## src/common/trig_route_pkg.sv

```systemverilog
/*
  Constants for the trigger routing switch: register map, field
  positions, reset value, input indices, filter timing and states.
  Assumes a 50 MHz system clock.
*/
package trig_route_pkg;

  // Register map, printed offsets on the plain register port
  localparam int          ADDR_W       = 20;
  localparam logic [19:0] PFS0_ADDR    = 20'hF_05C6;
  localparam logic [19:0] STATUS_ADDR  = 20'hF_05C7;
  localparam logic [7:0]  PFS0_RESET   = 8'h00;
  localparam logic [7:0]  PFS0_MASK    = 8'h7F;

  // Field positions of peripheral_function_switch_0
  localparam int EXT20_SEL_BIT = 0;
  localparam int EXT21_SEL_BIT = 1;
  localparam int ADC_LO_BIT    = 2;
  localparam int ADC_HI_BIT    = 3;
  localparam int BYPASS_BIT    = 4;
  localparam int CMP0_RS_BIT   = 5;
  localparam int CMP2_RS_BIT   = 6;

  // Field positions of the status register
  localparam int ST_EXT20_BIT  = 0;
  localparam int ST_EXT21_BIT  = 1;
  localparam int ST_STOP2_BIT  = 2;
  localparam int ST_WAIT_BIT   = 3;

  // Input vector indices
  localparam int N_IN      = 8;
  localparam int IDX_EXT20 = 0;
  localparam int IDX_EXT21 = 1;
  localparam int IDX_CMP0  = 2;
  localparam int IDX_CMP1  = 3;
  localparam int IDX_CMP2  = 4;
  localparam int IDX_CMP3  = 5;
  localparam int IDX_CMP4  = 6;
  localparam int IDX_CMP5  = 7;

  // Filter timing; the least qualification time rounds up
  localparam int CLK_PERIOD_NS = 20;
  localparam int FILT_MIN_NS   = 55;
  localparam int FILT_MAX_NS   = 215;
  localparam int FILT_CYC_I    = (FILT_MIN_NS + CLK_PERIOD_NS - 1) / CLK_PERIOD_NS;
  localparam logic [3:0] EXT20_FILT_CYC = 4'(FILT_CYC_I);
  localparam logic [3:0] NO_FILT        = 4'h0;

  // Comparator noise elimination widths per filter select code
  localparam logic [3:0] CMP_FILT_W1 = 4'h2;
  localparam logic [3:0] CMP_FILT_W2 = 4'h4;
  localparam logic [3:0] CMP_FILT_W3 = 4'h8;

  // Forced output stop 2 sequencer
  typedef enum logic [2:0] {
    S2_IDLE     = 3'b001,
    S2_ACTIVE   = 3'b010,
    S2_WAIT_REV = 3'b100
  } stop2_state_t;

endpackage

```

## src/rtl/trigger_route_switch.sv

```systemverilog
/*
  Trigger routing switch: routes external interrupts 20/21 and six
  comparator outputs to interrupts, STOP release, timer restart and
  forced output stop requests under the peripheral function switch.
  Assumes a 50 MHz clk, asynchronous pins and comparator outputs,
  and a timer that gives a one-cycle counter_period pulse.
*/
`timescale 1ns/10ps
module trigger_route_switch
  import trig_route_pkg::*;
(
  input  wire logic                        clk,
  input  wire logic                        rstn,
  input  wire logic [trig_route_pkg::ADDR_W-1:0] reg_addr,
  input  wire logic [7:0]                  reg_wdata,
  input  wire logic                        reg_wr,
  input  wire logic                        reg_rd,
  output logic      [7:0]                  reg_rdata,
  input  wire logic                        ext_interrupt_20,
  input  wire logic                        ext_interrupt_21,
  input  wire logic [5:0]                  cmp_out,
  input  wire logic [5:0]                  comparator_output_invert,
  input  wire logic [5:0]                  comparator_filter_sel_hi,
  input  wire logic [5:0]                  comparator_filter_sel_lo,
  input  wire logic [1:0]                  ext_rising_edge_en,
  input  wire logic [1:0]                  ext_falling_edge_en,
  input  wire logic [5:0]                  comparator_rising_edge_en,
  input  wire logic [5:0]                  comparator_falling_edge_en,
  input  wire logic                        counter_period,
  input  wire logic                        stop2_clear_mode,
  output logic      [1:0]                  ext_irq,
  output logic      [5:0]                  cmp_irq,
  output logic                             stop_release_req,
  output logic                             timer_restart_req,
  output logic      [5:0]                  cmp_stop_req,
  output logic                             forced_stop2_active,
  output logic      [1:0]                  adc_trigger_select
);
  import trig_route_pkg::*;

  logic             rst_meta_reg;
  logic             rst_n;
  logic [7:0]       pfs_reg;
  logic [N_IN-1:0]  sync1_reg;
  logic [N_IN-1:0]  sync2_reg;
  logic [N_IN-1:0]  lvl_in;
  logic [N_IN-1:0]  flt;
  logic [N_IN-1:0]  prev_reg;
  logic [N_IN-1:0]  rise;
  logic [N_IN-1:0]  fall;
  logic [N_IN-1:0]  en_r;
  logic [N_IN-1:0]  en_f;
  logic [N_IN-1:0]  dly_reg;
  logic [N_IN-1:0]  irq_next;
  logic [N_IN-1:0]  irq_reg;
  logic [N_IN-1:0]  wake_cap;
  logic [N_IN-1:0]  wake_vec;
  logic [N_IN-1:0]  rst_cap;
  logic [3:0]       len_vec [N_IN];
  logic [7:0]       status;
  logic             restart_stage_reg;
  logic             stop2_trig;
  logic             cmp0_nf;
  logic             cmp2_nf;
  stop2_state_t     state_reg;
  stop2_state_t     state_next;

  // Comparator filter select code to noise width in clocks
  function automatic logic [3:0] cmp_len(input logic [1:0] sel);
    case (sel)
      2'b01:   cmp_len = CMP_FILT_W1;
      2'b10:   cmp_len = CMP_FILT_W2;
      2'b11:   cmp_len = CMP_FILT_W3;
      default: cmp_len = NO_FILT;
    endcase
  endfunction

  //////////////////////////////////////////////////////////////////////
  // Reset release and register port
  //////////////////////////////////////////////////////////////////////

  // Release synchroniser; assertion stays asynchronous
  always_ff @(posedge clk or negedge rstn)
  begin
    if (!rstn)
    begin
      rst_meta_reg <= 1'b0;
      rst_n        <= 1'b0;
    end
    else
    begin
      rst_meta_reg <= 1'b1;
      rst_n        <= rst_meta_reg;
    end
  end

  // Switch register write; bit 7 is fixed at zero
  always_ff @(posedge clk or negedge rst_n)
  begin
    if (!rst_n)
      pfs_reg <= PFS0_RESET;
    else if (reg_wr && reg_addr == PFS0_ADDR)
      pfs_reg <= reg_wdata & PFS0_MASK;
  end

  // Live state for software
  always_comb
  begin
    status               = 8'h00;
    status[ST_EXT20_BIT] = flt[IDX_EXT20];
    status[ST_EXT21_BIT] = flt[IDX_EXT21];
    status[ST_STOP2_BIT] = forced_stop2_active;
    status[ST_WAIT_BIT]  = (state_reg == S2_WAIT_REV);
  end

  // Read data valid only in the cycle after the strobe
  always_ff @(posedge clk or negedge rst_n)
  begin
    if (!rst_n)
      reg_rdata <= 8'h00;
    else if (!reg_rd)
      reg_rdata <= 8'h00;
    else if (reg_addr == PFS0_ADDR)
      reg_rdata <= pfs_reg;
    else if (reg_addr == STATUS_ADDR)
      reg_rdata <= status;
    else
      reg_rdata <= 8'h00;
  end

  assign adc_trigger_select = {pfs_reg[ADC_HI_BIT], pfs_reg[ADC_LO_BIT]};

  //////////////////////////////////////////////////////////////////////
  // Input conditioning
  //////////////////////////////////////////////////////////////////////

  // Two-stage synchroniser; stage one feeds only stage two
  always_ff @(posedge clk or negedge rst_n)
  begin
    if (!rst_n)
    begin
      sync1_reg <= '0;
      sync2_reg <= '0;
    end
    else
    begin
      sync1_reg <= {cmp_out, ext_interrupt_21, ext_interrupt_20};
      sync2_reg <= sync1_reg;
    end
  end

  // Inversion is the only way to flip a routed comparator's polarity
  assign lvl_in = sync2_reg ^ {comparator_output_invert, 2'b00};

  // Qualification length per input
  always_comb
  begin
    len_vec[IDX_EXT20] = pfs_reg[BYPASS_BIT] ? NO_FILT : EXT20_FILT_CYC;
    len_vec[IDX_EXT21] = NO_FILT;
    for (int i = 0; i < 6; i++)
      len_vec[i+2] = cmp_len({comparator_filter_sel_hi[i],
                              comparator_filter_sel_lo[i]});
  end

  genvar gi;
  generate
    for (gi = 0; gi < N_IN; gi++)
    begin : g_qual
      noise_qualifier u_qual
      (
        .clk  (clk),
        .rst_n(rst_n),
        .din  (lvl_in[gi]),
        .len  (len_vec[gi]),
        .dout (flt[gi])
      );
    end
  endgenerate

  //////////////////////////////////////////////////////////////////////
  // Edge detection and routing
  //////////////////////////////////////////////////////////////////////

  // Previous level for edge detection
  always_ff @(posedge clk or negedge rst_n)
  begin
    if (!rst_n)
      prev_reg <= '0;
    else
      prev_reg <= flt;
  end

  assign rise = flt & ~prev_reg;
  assign fall = ~flt & prev_reg;
  assign en_r = {comparator_rising_edge_en, ext_rising_edge_en};
  assign en_f = {comparator_falling_edge_en, ext_falling_edge_en};

  // Digital edge detect stage adds the extra clock
  always_ff @(posedge clk or negedge rst_n)
  begin
    if (!rst_n)
      dly_reg <= '0;
    else
      dly_reg <= (rise & en_r) | (fall & en_f);
  end

  assign cmp0_nf = ({comparator_filter_sel_hi[0], comparator_filter_sel_lo[0]} == 2'b00);
  assign cmp2_nf = ({comparator_filter_sel_hi[2], comparator_filter_sel_lo[2]} == 2'b00);

  // Routed comparators bypass the edge stage and see rising edges only
  always_comb
  begin
    irq_next = dly_reg;
    if (pfs_reg[CMP0_RS_BIT])
      irq_next[IDX_CMP0] = rise[IDX_CMP0];
    if (pfs_reg[CMP2_RS_BIT])
      irq_next[IDX_CMP2] = rise[IDX_CMP2];
  end

  // Sources allowed to release STOP
  always_comb
  begin
    wake_cap            = '0;
    wake_cap[IDX_EXT20] = ~pfs_reg[EXT20_SEL_BIT];
    wake_cap[IDX_EXT21] = ~pfs_reg[EXT21_SEL_BIT];
    wake_cap[IDX_CMP0]  = pfs_reg[CMP0_RS_BIT] & cmp0_nf;
    wake_cap[IDX_CMP2]  = pfs_reg[CMP2_RS_BIT] & cmp2_nf;
  end

  assign wake_vec = irq_next & wake_cap;

  // Sources allowed to request timer restart
  always_comb
  begin
    rst_cap            = '0;
    rst_cap[IDX_EXT20] = pfs_reg[EXT20_SEL_BIT];
    rst_cap[IDX_EXT21] = pfs_reg[EXT21_SEL_BIT];
    rst_cap[IDX_CMP0]  = ~pfs_reg[CMP0_RS_BIT];
    rst_cap[IDX_CMP2]  = ~pfs_reg[CMP2_RS_BIT];
    rst_cap[IDX_CMP1]  = 1'b1;
    rst_cap[IDX_CMP3]  = 1'b1;
  end

  // Interrupt, wake and restart outputs
  always_ff @(posedge clk or negedge rst_n)
  begin
    if (!rst_n)
    begin
      irq_reg           <= '0;
      stop_release_req  <= 1'b0;
      restart_stage_reg <= 1'b0;
      timer_restart_req <= 1'b0;
    end
    else
    begin
      irq_reg           <= irq_next;
      stop_release_req  <= |wake_vec;
      restart_stage_reg <= |(dly_reg & rst_cap);
      timer_restart_req <= restart_stage_reg;
    end
  end

  assign ext_irq = irq_reg[IDX_EXT21:IDX_EXT20];
  assign cmp_irq = irq_reg[IDX_CMP5:IDX_CMP0];

  // Comparator stop requests are levels; 0 and 2 need their route bit
  always_ff @(posedge clk or negedge rst_n)
  begin
    if (!rst_n)
      cmp_stop_req <= '0;
    else
    begin
      cmp_stop_req    <= flt[IDX_CMP5:IDX_CMP0];
      cmp_stop_req[0] <= flt[IDX_CMP0] & pfs_reg[CMP0_RS_BIT];
      cmp_stop_req[2] <= flt[IDX_CMP2] & pfs_reg[CMP2_RS_BIT];
    end
  end

  //////////////////////////////////////////////////////////////////////
  // Forced output stop 2 sequencer
  //////////////////////////////////////////////////////////////////////

  // Level-high trigger from ext 20 only; edge enables play no part
  assign stop2_trig = pfs_reg[EXT20_SEL_BIT] & flt[IDX_EXT20];

  always_ff @(posedge clk or negedge rst_n)
  begin
    if (!rst_n)
      state_reg <= S2_IDLE;
    else
      state_reg <= state_next;
  end

  // A held trigger re-engages right after a period release
  always_comb
  begin
    state_next = state_reg;
    case (state_reg)
      S2_IDLE:
        if (stop2_trig)
          state_next = S2_ACTIVE;
      S2_ACTIVE:
        if (!stop2_clear_mode)
        begin
          if (counter_period)
            state_next = S2_IDLE;
        end
        else if (!stop2_trig)
          state_next = S2_WAIT_REV;
      S2_WAIT_REV:
        if (stop2_trig)
          state_next = S2_ACTIVE;
        else if (counter_period)
          state_next = S2_IDLE;
      default:
        state_next = S2_IDLE;
    endcase
  end

  assign forced_stop2_active = (state_reg != S2_IDLE);
endmodule // trigger_route_switch

```

## src/rtl/noise_qualifier.sv

```systemverilog
/*
  Digital noise qualifier: the output follows the input only after
  the input has differed from it for len consecutive clocks.
  Assumes din is already synchronised to clk.
*/
`timescale 1ns/10ps
module noise_qualifier
(
  input  wire logic       clk,
  input  wire logic       rst_n,
  input  wire logic       din,
  input  wire logic [3:0] len,
  output logic            dout
);
  logic [3:0] cnt_reg;

  // Length zero passes the level with one register of delay
  always_ff @(posedge clk or negedge rst_n)
  begin
    if (!rst_n)
    begin
      dout    <= 1'b0;
      cnt_reg <= 4'h0;
    end
    else if (din == dout)
      cnt_reg <= 4'h0;
    else if ((cnt_reg + 4'h1) >= len)
    begin
      dout    <= din;
      cnt_reg <= 4'h0;
    end
    else
      cnt_reg <= cnt_reg + 4'h1;
  end
endmodule // noise_qualifier

```

## config.mk

```make
export PLATFORM = sky130hd
export DESIGN_NAME = trigger_route_switch
export DESIGN_NICKNAME = d
export VERILOG_FILES = /design/src/common/trig_route_pkg.sv /design/src/rtl/trigger_route_switch.sv /design/src/rtl/noise_qualifier.sv
export SDC_FILE = /design/constraint.sdc
export NUM_CORES = 1
export LEC_CHECK = 0
export BUFFER_PORTS_ARGS = -buffer_cell sky130_fd_sc_hd__buf_2
export CAP_MARGIN = 20
export CELL_PAD_IN_SITES_DETAIL_PLACEMENT = 1
export CELL_PAD_IN_SITES_GLOBAL_PLACEMENT = 2
export CORE_UTILIZATION = 33
export CTS_CLUSTER_DIAMETER = 200
export DETAILED_ROUTE_END_ITERATION = 16
export MAX_ROUTING_LAYER = met4
export PLACE_DENSITY_LB_ADDON = 0.1
export SLEW_MARGIN = 20
export SYNTH_ARGS = -nofsm -noshare
export SYNTH_HDL_FRONTEND = slang
export SYNTH_HIERARCHICAL = 1
export SYNTH_SLANG_ARGS = --single-unit
```

## constraint.sdc

```tcl
create_clock -name clk -period 2.88 [get_ports clk]
set_input_delay 0.144 -clock clk [delete_from_list [all_inputs] [get_ports clk]]
set_output_delay 0.144 -clock clk [all_outputs]
set_load 0.03 [all_outputs]
```

* Word-level counts from Yosys, hierarchy flattened *
Cells that the tools add are included.

storage, ports and cells
  register bits = 109
  input bits = 76

operators by class
  add/subtract/negate cells = 8
  $lt $le $gt $ge = 8
  equal/unequal tests = 34
  muxes and demuxes = 34
  bitwise logic cells = 27
  reduce and logical (&&, ||, !) cells = 14

operators by type and width
  kind                                                 count
  one-hot mux 4 bit (3 select lines)                   6
  two-way mux 4 bit                                    17
  equality test 20 bit, second input constant          2
  adder 4 x 1 -> 4 bit, second input constant          8
  bitwise AND 8 bit                                    4
  equality test 2 bit, second input constant           12
  >= comparator 4 bit                                  6
  AND reduction 2 bit                                  9
  inverter 8 bit                                       2
  OR reduction 8 bit                                   2
  two-way mux 3 bit                                    5
  two-way mux 7 bit                                    2
  equality test 2 x 1 -> 1 bit, second input constant  6
  inverter 1 bit                                       12
  one-hot mux 3 bit (3 select lines)                   1
  bitwise AND 8 x 5 -> 8 bit                           1
  bitwise AND 8 x 6 -> 8 bit                           1
  equality test 1 bit                                  8
  bitwise OR 8 bit                                     1
  XOR 8 bit                                            1
  bitwise AND 1 bit                                    5
  >= comparator 4 x 1 -> 1 bit, second input constant  1
  >= comparator 4 x 2 -> 1 bit                         1
  logical NOT 2 bit                                    2
  other kinds (9)                                      10

* Logic depth before layout (Yosys ltp) *
  word-level depth = 5
  mapped depth = 7

* Modules after synthesis *
Netlist, hierarchy kept.

modules (own cells, without submodules)
  module                times used  cells an instance  area an instance (µm²)  seq. area each (µm²)
  noise_qualifier       8           29                 330.3                   125.1
  trigger_route_switch  1           183                2422.3                  1602.8

* Least setup slack after synthesis *
OpenSTA, ideal clock, no wires.

  path type = register to register
  start = register g_qual[0].u_qual.cnt_reg[0]
  end = register g_qual[0].u_qual.dout
  setup time = 125 ps
  arrival time = 1684 ps
  required time = 2755 ps
  setup slack = 1070 ps
  cell stages (with the launch flop) = 6
  path buffers = 0
  clock period less this slack = 1810 ps
  cells stage by stage = dfrtp_1 -> ha_1 -> ha_1 -> a2111oi_4 -> nor2_1 -> mux2_4

on the way
  cells in the longest elaborated chain, start to end = 3

ends and longest elaborated chain
  item                           RTL line               RTL
  start, declared                noise_qualifier.sv:15  logic [3:0] cnt_reg;
  start signal, assigned         noise_qualifier.sv:33  cnt_reg <= cnt_reg + 4'h1;
  adder 4 x 1 -> 4 bit           noise_qualifier.sv:27  else if ((cnt_reg + 4'h1) >= len)
  >= comparator 4 x 2 -> 1 bit   noise_qualifier.sv:27
  AND reduction 2 bit (no line)  n/a
  end signal, assigned           noise_qualifier.sv:29  dout <= din;
  end, declared                  noise_qualifier.sv:13  output logic dout

No other way between the ends.
A chain may end at the register's enable or synchronous reset.

* Worst setup path in the final report *
  start = register g_qual[5].u_qual.cnt_reg[0]
  end = register g_qual[5].u_qual.dout

on the way
  cells in the longest elaborated chain, start to end = 3

ends and longest elaborated chain
  item                           RTL line
  start, declared                noise_qualifier.sv:15
  start signal, assigned         noise_qualifier.sv:33
  adder 4 x 1 -> 4 bit           noise_qualifier.sv:27
  >= comparator 4 bit            noise_qualifier.sv:27
  AND reduction 2 bit (no line)  n/a
  end signal, assigned           noise_qualifier.sv:29
  end, declared                  noise_qualifier.sv:13

No other way between the ends.

==> results.ini <==
[clocking]
cts_buffers=9
post_cts_resized=0
cts.htree.levels=3
clock-sinks=104
clk_latency_ns=0.35
clk_pin_slew_ns=0.07
cts-root-buf=clkbuf_16
cts_hold_buffers=9
post_cts_buffers=0
clock_path_buffers=2
tritoncts=done

[synth]
synth_edf_count=0
syn_inst=415
yosys.cell_types.count=39
ys_seq_elements=104
synth-main-ff-cell=dfrtp_1
synth_async_sr_flop_share_pct=100
synth_warnings=6
netlist_area_um2=5060
avgSynthCellArea_um2=12.2
seq_area_frac_synth_pct=51.4

[place]
io_buffers=100
hpwl_um=7530
gp_congestion=0.736

[timing]
slew_headroom_pct=61.6
rsz0062_at_grt=false
fin_crit_ns=1.93
setup-tns-final_ns=0
fmax_mhz=518
tightest_slew_ns=0.576
clock_skew_ns=0.00582
setup_violations=0
drv_slew=0
period_share_pct=67.0
hold_violations=0
hold_ws_ns=0.0222

[grt]
use_met2_pct=22.3
antenna_found_initial=1
grt_pass1_wl_um=17000
grt_pass1_vias=3506
grt.total_usage_pct=14.3
grt_max_degree=103
busiest_layer=met2
gr-total-overflow=0
gr-usage-met3_pct=2.55
grt_util_met1_pct=18.0

[die]
chipHeight_um=126
start_util_pct=34.3
ioPinCount=103
rows=44
dieWidth_um=126
core_area_um2=14800
die_area_um2=15800

[worst_setup_path]
required_ns=3.12
critPathLaunchType=flip-flop
path_class=reg -> reg
crit_arrival_ns=2.17
crit_path_max_fanout=4
cp-end-kind=flip-flop

[detailed_routing]
viasPerCell=4.50
avgRoutedWirePerCell_um=13.7
ant_nets=0
drt_pass1_iterations=4
via_count=3283
wl_um=10000
drt_iter0_drc=77
post-route-drc-count=0

[hold_path]
hp-class=in -> reg

[layout]
nets=656
multi_input_area_um2=2310
final_common_cell=dfrtp_1
fillers=1632
drive_gt1_share_pct=27.9
seq_area_um2=2610
final_cell_mix=102 x dfrtp_1, 100 x buf_2, 41 x nor2_1, 40 x ha_1, 38 x inv_1
area_growth_pct=22.0
largest_reg_flops=32

[power]
ir_drop_mv=0.284
powerDensity_nw_per_um2=844
power_leakage_nw=3.13

[flow_run]
cap_violations=0

[status]
outcome=finished, final reports clean

## synthesized netlist by cell type (all sizes together) (2+ instances only)
cell type	instances	area, µm²
a211oi	2	15.0
nand4bb	2	22.5
nand2b	11	129
conb	2	7.51
ha	40	500
dfrtp	103	2580
nor3	2	10.0
a2111oi	8	220
nor3b	2	15.0
nor2b	29	181
xnor2	8	70.1
a31oi	2	12.5
mux2i	3	30.0
and2	6	37.5
nand2	13	48.8
inv	38	143
xor2	22	193
a21oi	3	15.0
nand4b	3	71.3
mux2	15	199
nor4	2	27.5
nor2	41	154
nand3	9	45.0
buf	7	52.6
o21a	8	60.1
o21ai	18	90.1
nand3b	8	60.1
## metal layers
| metal | vias to the layer above | wire length [µm] |
|---|---|---|
| met5 | - | 0 |
| met1 | 1578 | 4750 |
| met2 | 72 | 4650 |
| met4 | 0 | 197 |
| li1 | 1620 | - |
| met3 | 13 | 421 |
## critical path, stage by stage, from the launching register on
cell	delay (ns)
dfrtp_1	0.42
ha_1	0.33
ha_1	0.32
a2111oi_4	0.32
nor2_1	0.12
mux2_4	0.30
## per-stage QoR
| stage | area (µm²) | utilization, % | setup WS, ns | power [mW] | std cells |
|---|---|---|---|---|---|
| global placement | 5810 | 39.4 | 0.982 | 4.03 | 704 |
| CTS | 6180 | 41.9 | 0.949 | 5.31 | 729 |
| global route | 6180 | 41.9 | 0.842 | 5.59 | 730 |
| finish | 6180 | 41.9 | 0.950 | 5.22 | 730 |
| floorplan | 5110 | - | 1.07 | 3.65 | 427 |
| detailed placement | 5810 | 39.4 | 0.964 | 4.10 | 704 |
## area by class of cell
type,instances,area share [%]
clock inverters,3,0.284
flip-flops and latches,104,42.2
well taps,184,3.73
inverters,38,2.31
multi-input cells,277,37.3
diodes,1,0.0405
clock buffers,13,4.21
repair buffers,110,9.88
## cells by family (layout without fill, tap and decap cells)
kind of cell / after synthesis / count (layout) / synth area share (%)
compound gates: 46 / 46 / 8.97
xor+xnor: 30 / 30 / 5.19
fa+ha+maj: 40 / 40 / 9.88
flops: 104 / 104 / 51.4
buf+inv: 46 / 164 / 3.93
mux: 18 / 18 / 4.52
other cells: 2 / 15 / 0.148
simple gates: 129 / 129 / 16.0
## final timing paths
path / from / to / slack [ns] / cells after the start
min: comparator_filter_sel_lo[2] / stop_release_req / 0.02 / 2
min reg2reg: sync1_reg[6] / sync2_reg[6] / 0.35 / 0
max: g_qual[5].u_qual/cnt_reg[0] / g_qual[5].u_qual/dout / 0.95 / 5
max reg2reg: g_qual[5].u_qual/cnt_reg[0] / g_qual[5].u_qual/dout / 0.95 / 5
max in group asynchronous: rst_n / state_reg[2] / 2.05 / 1
min in group asynchronous: rstn / rst_n / 0.10 / 2
## power by group
| part | leakage (nW) | total [mW] | switching, mW | internal, mW |
|---|---|---|---|---|
| clock network | 0.136 | 1.17 | 0.539 | 0.632 |
| logic | 1.66 | 1.94 | 0.985 | 0.957 |
| registers | 1.33 | 2.10 | 0.275 | 1.83 |
| total | 3.13 | 5.22 | 1.80 | 3.42 |
No activity file was read; power rests on OpenSTA's default activity.
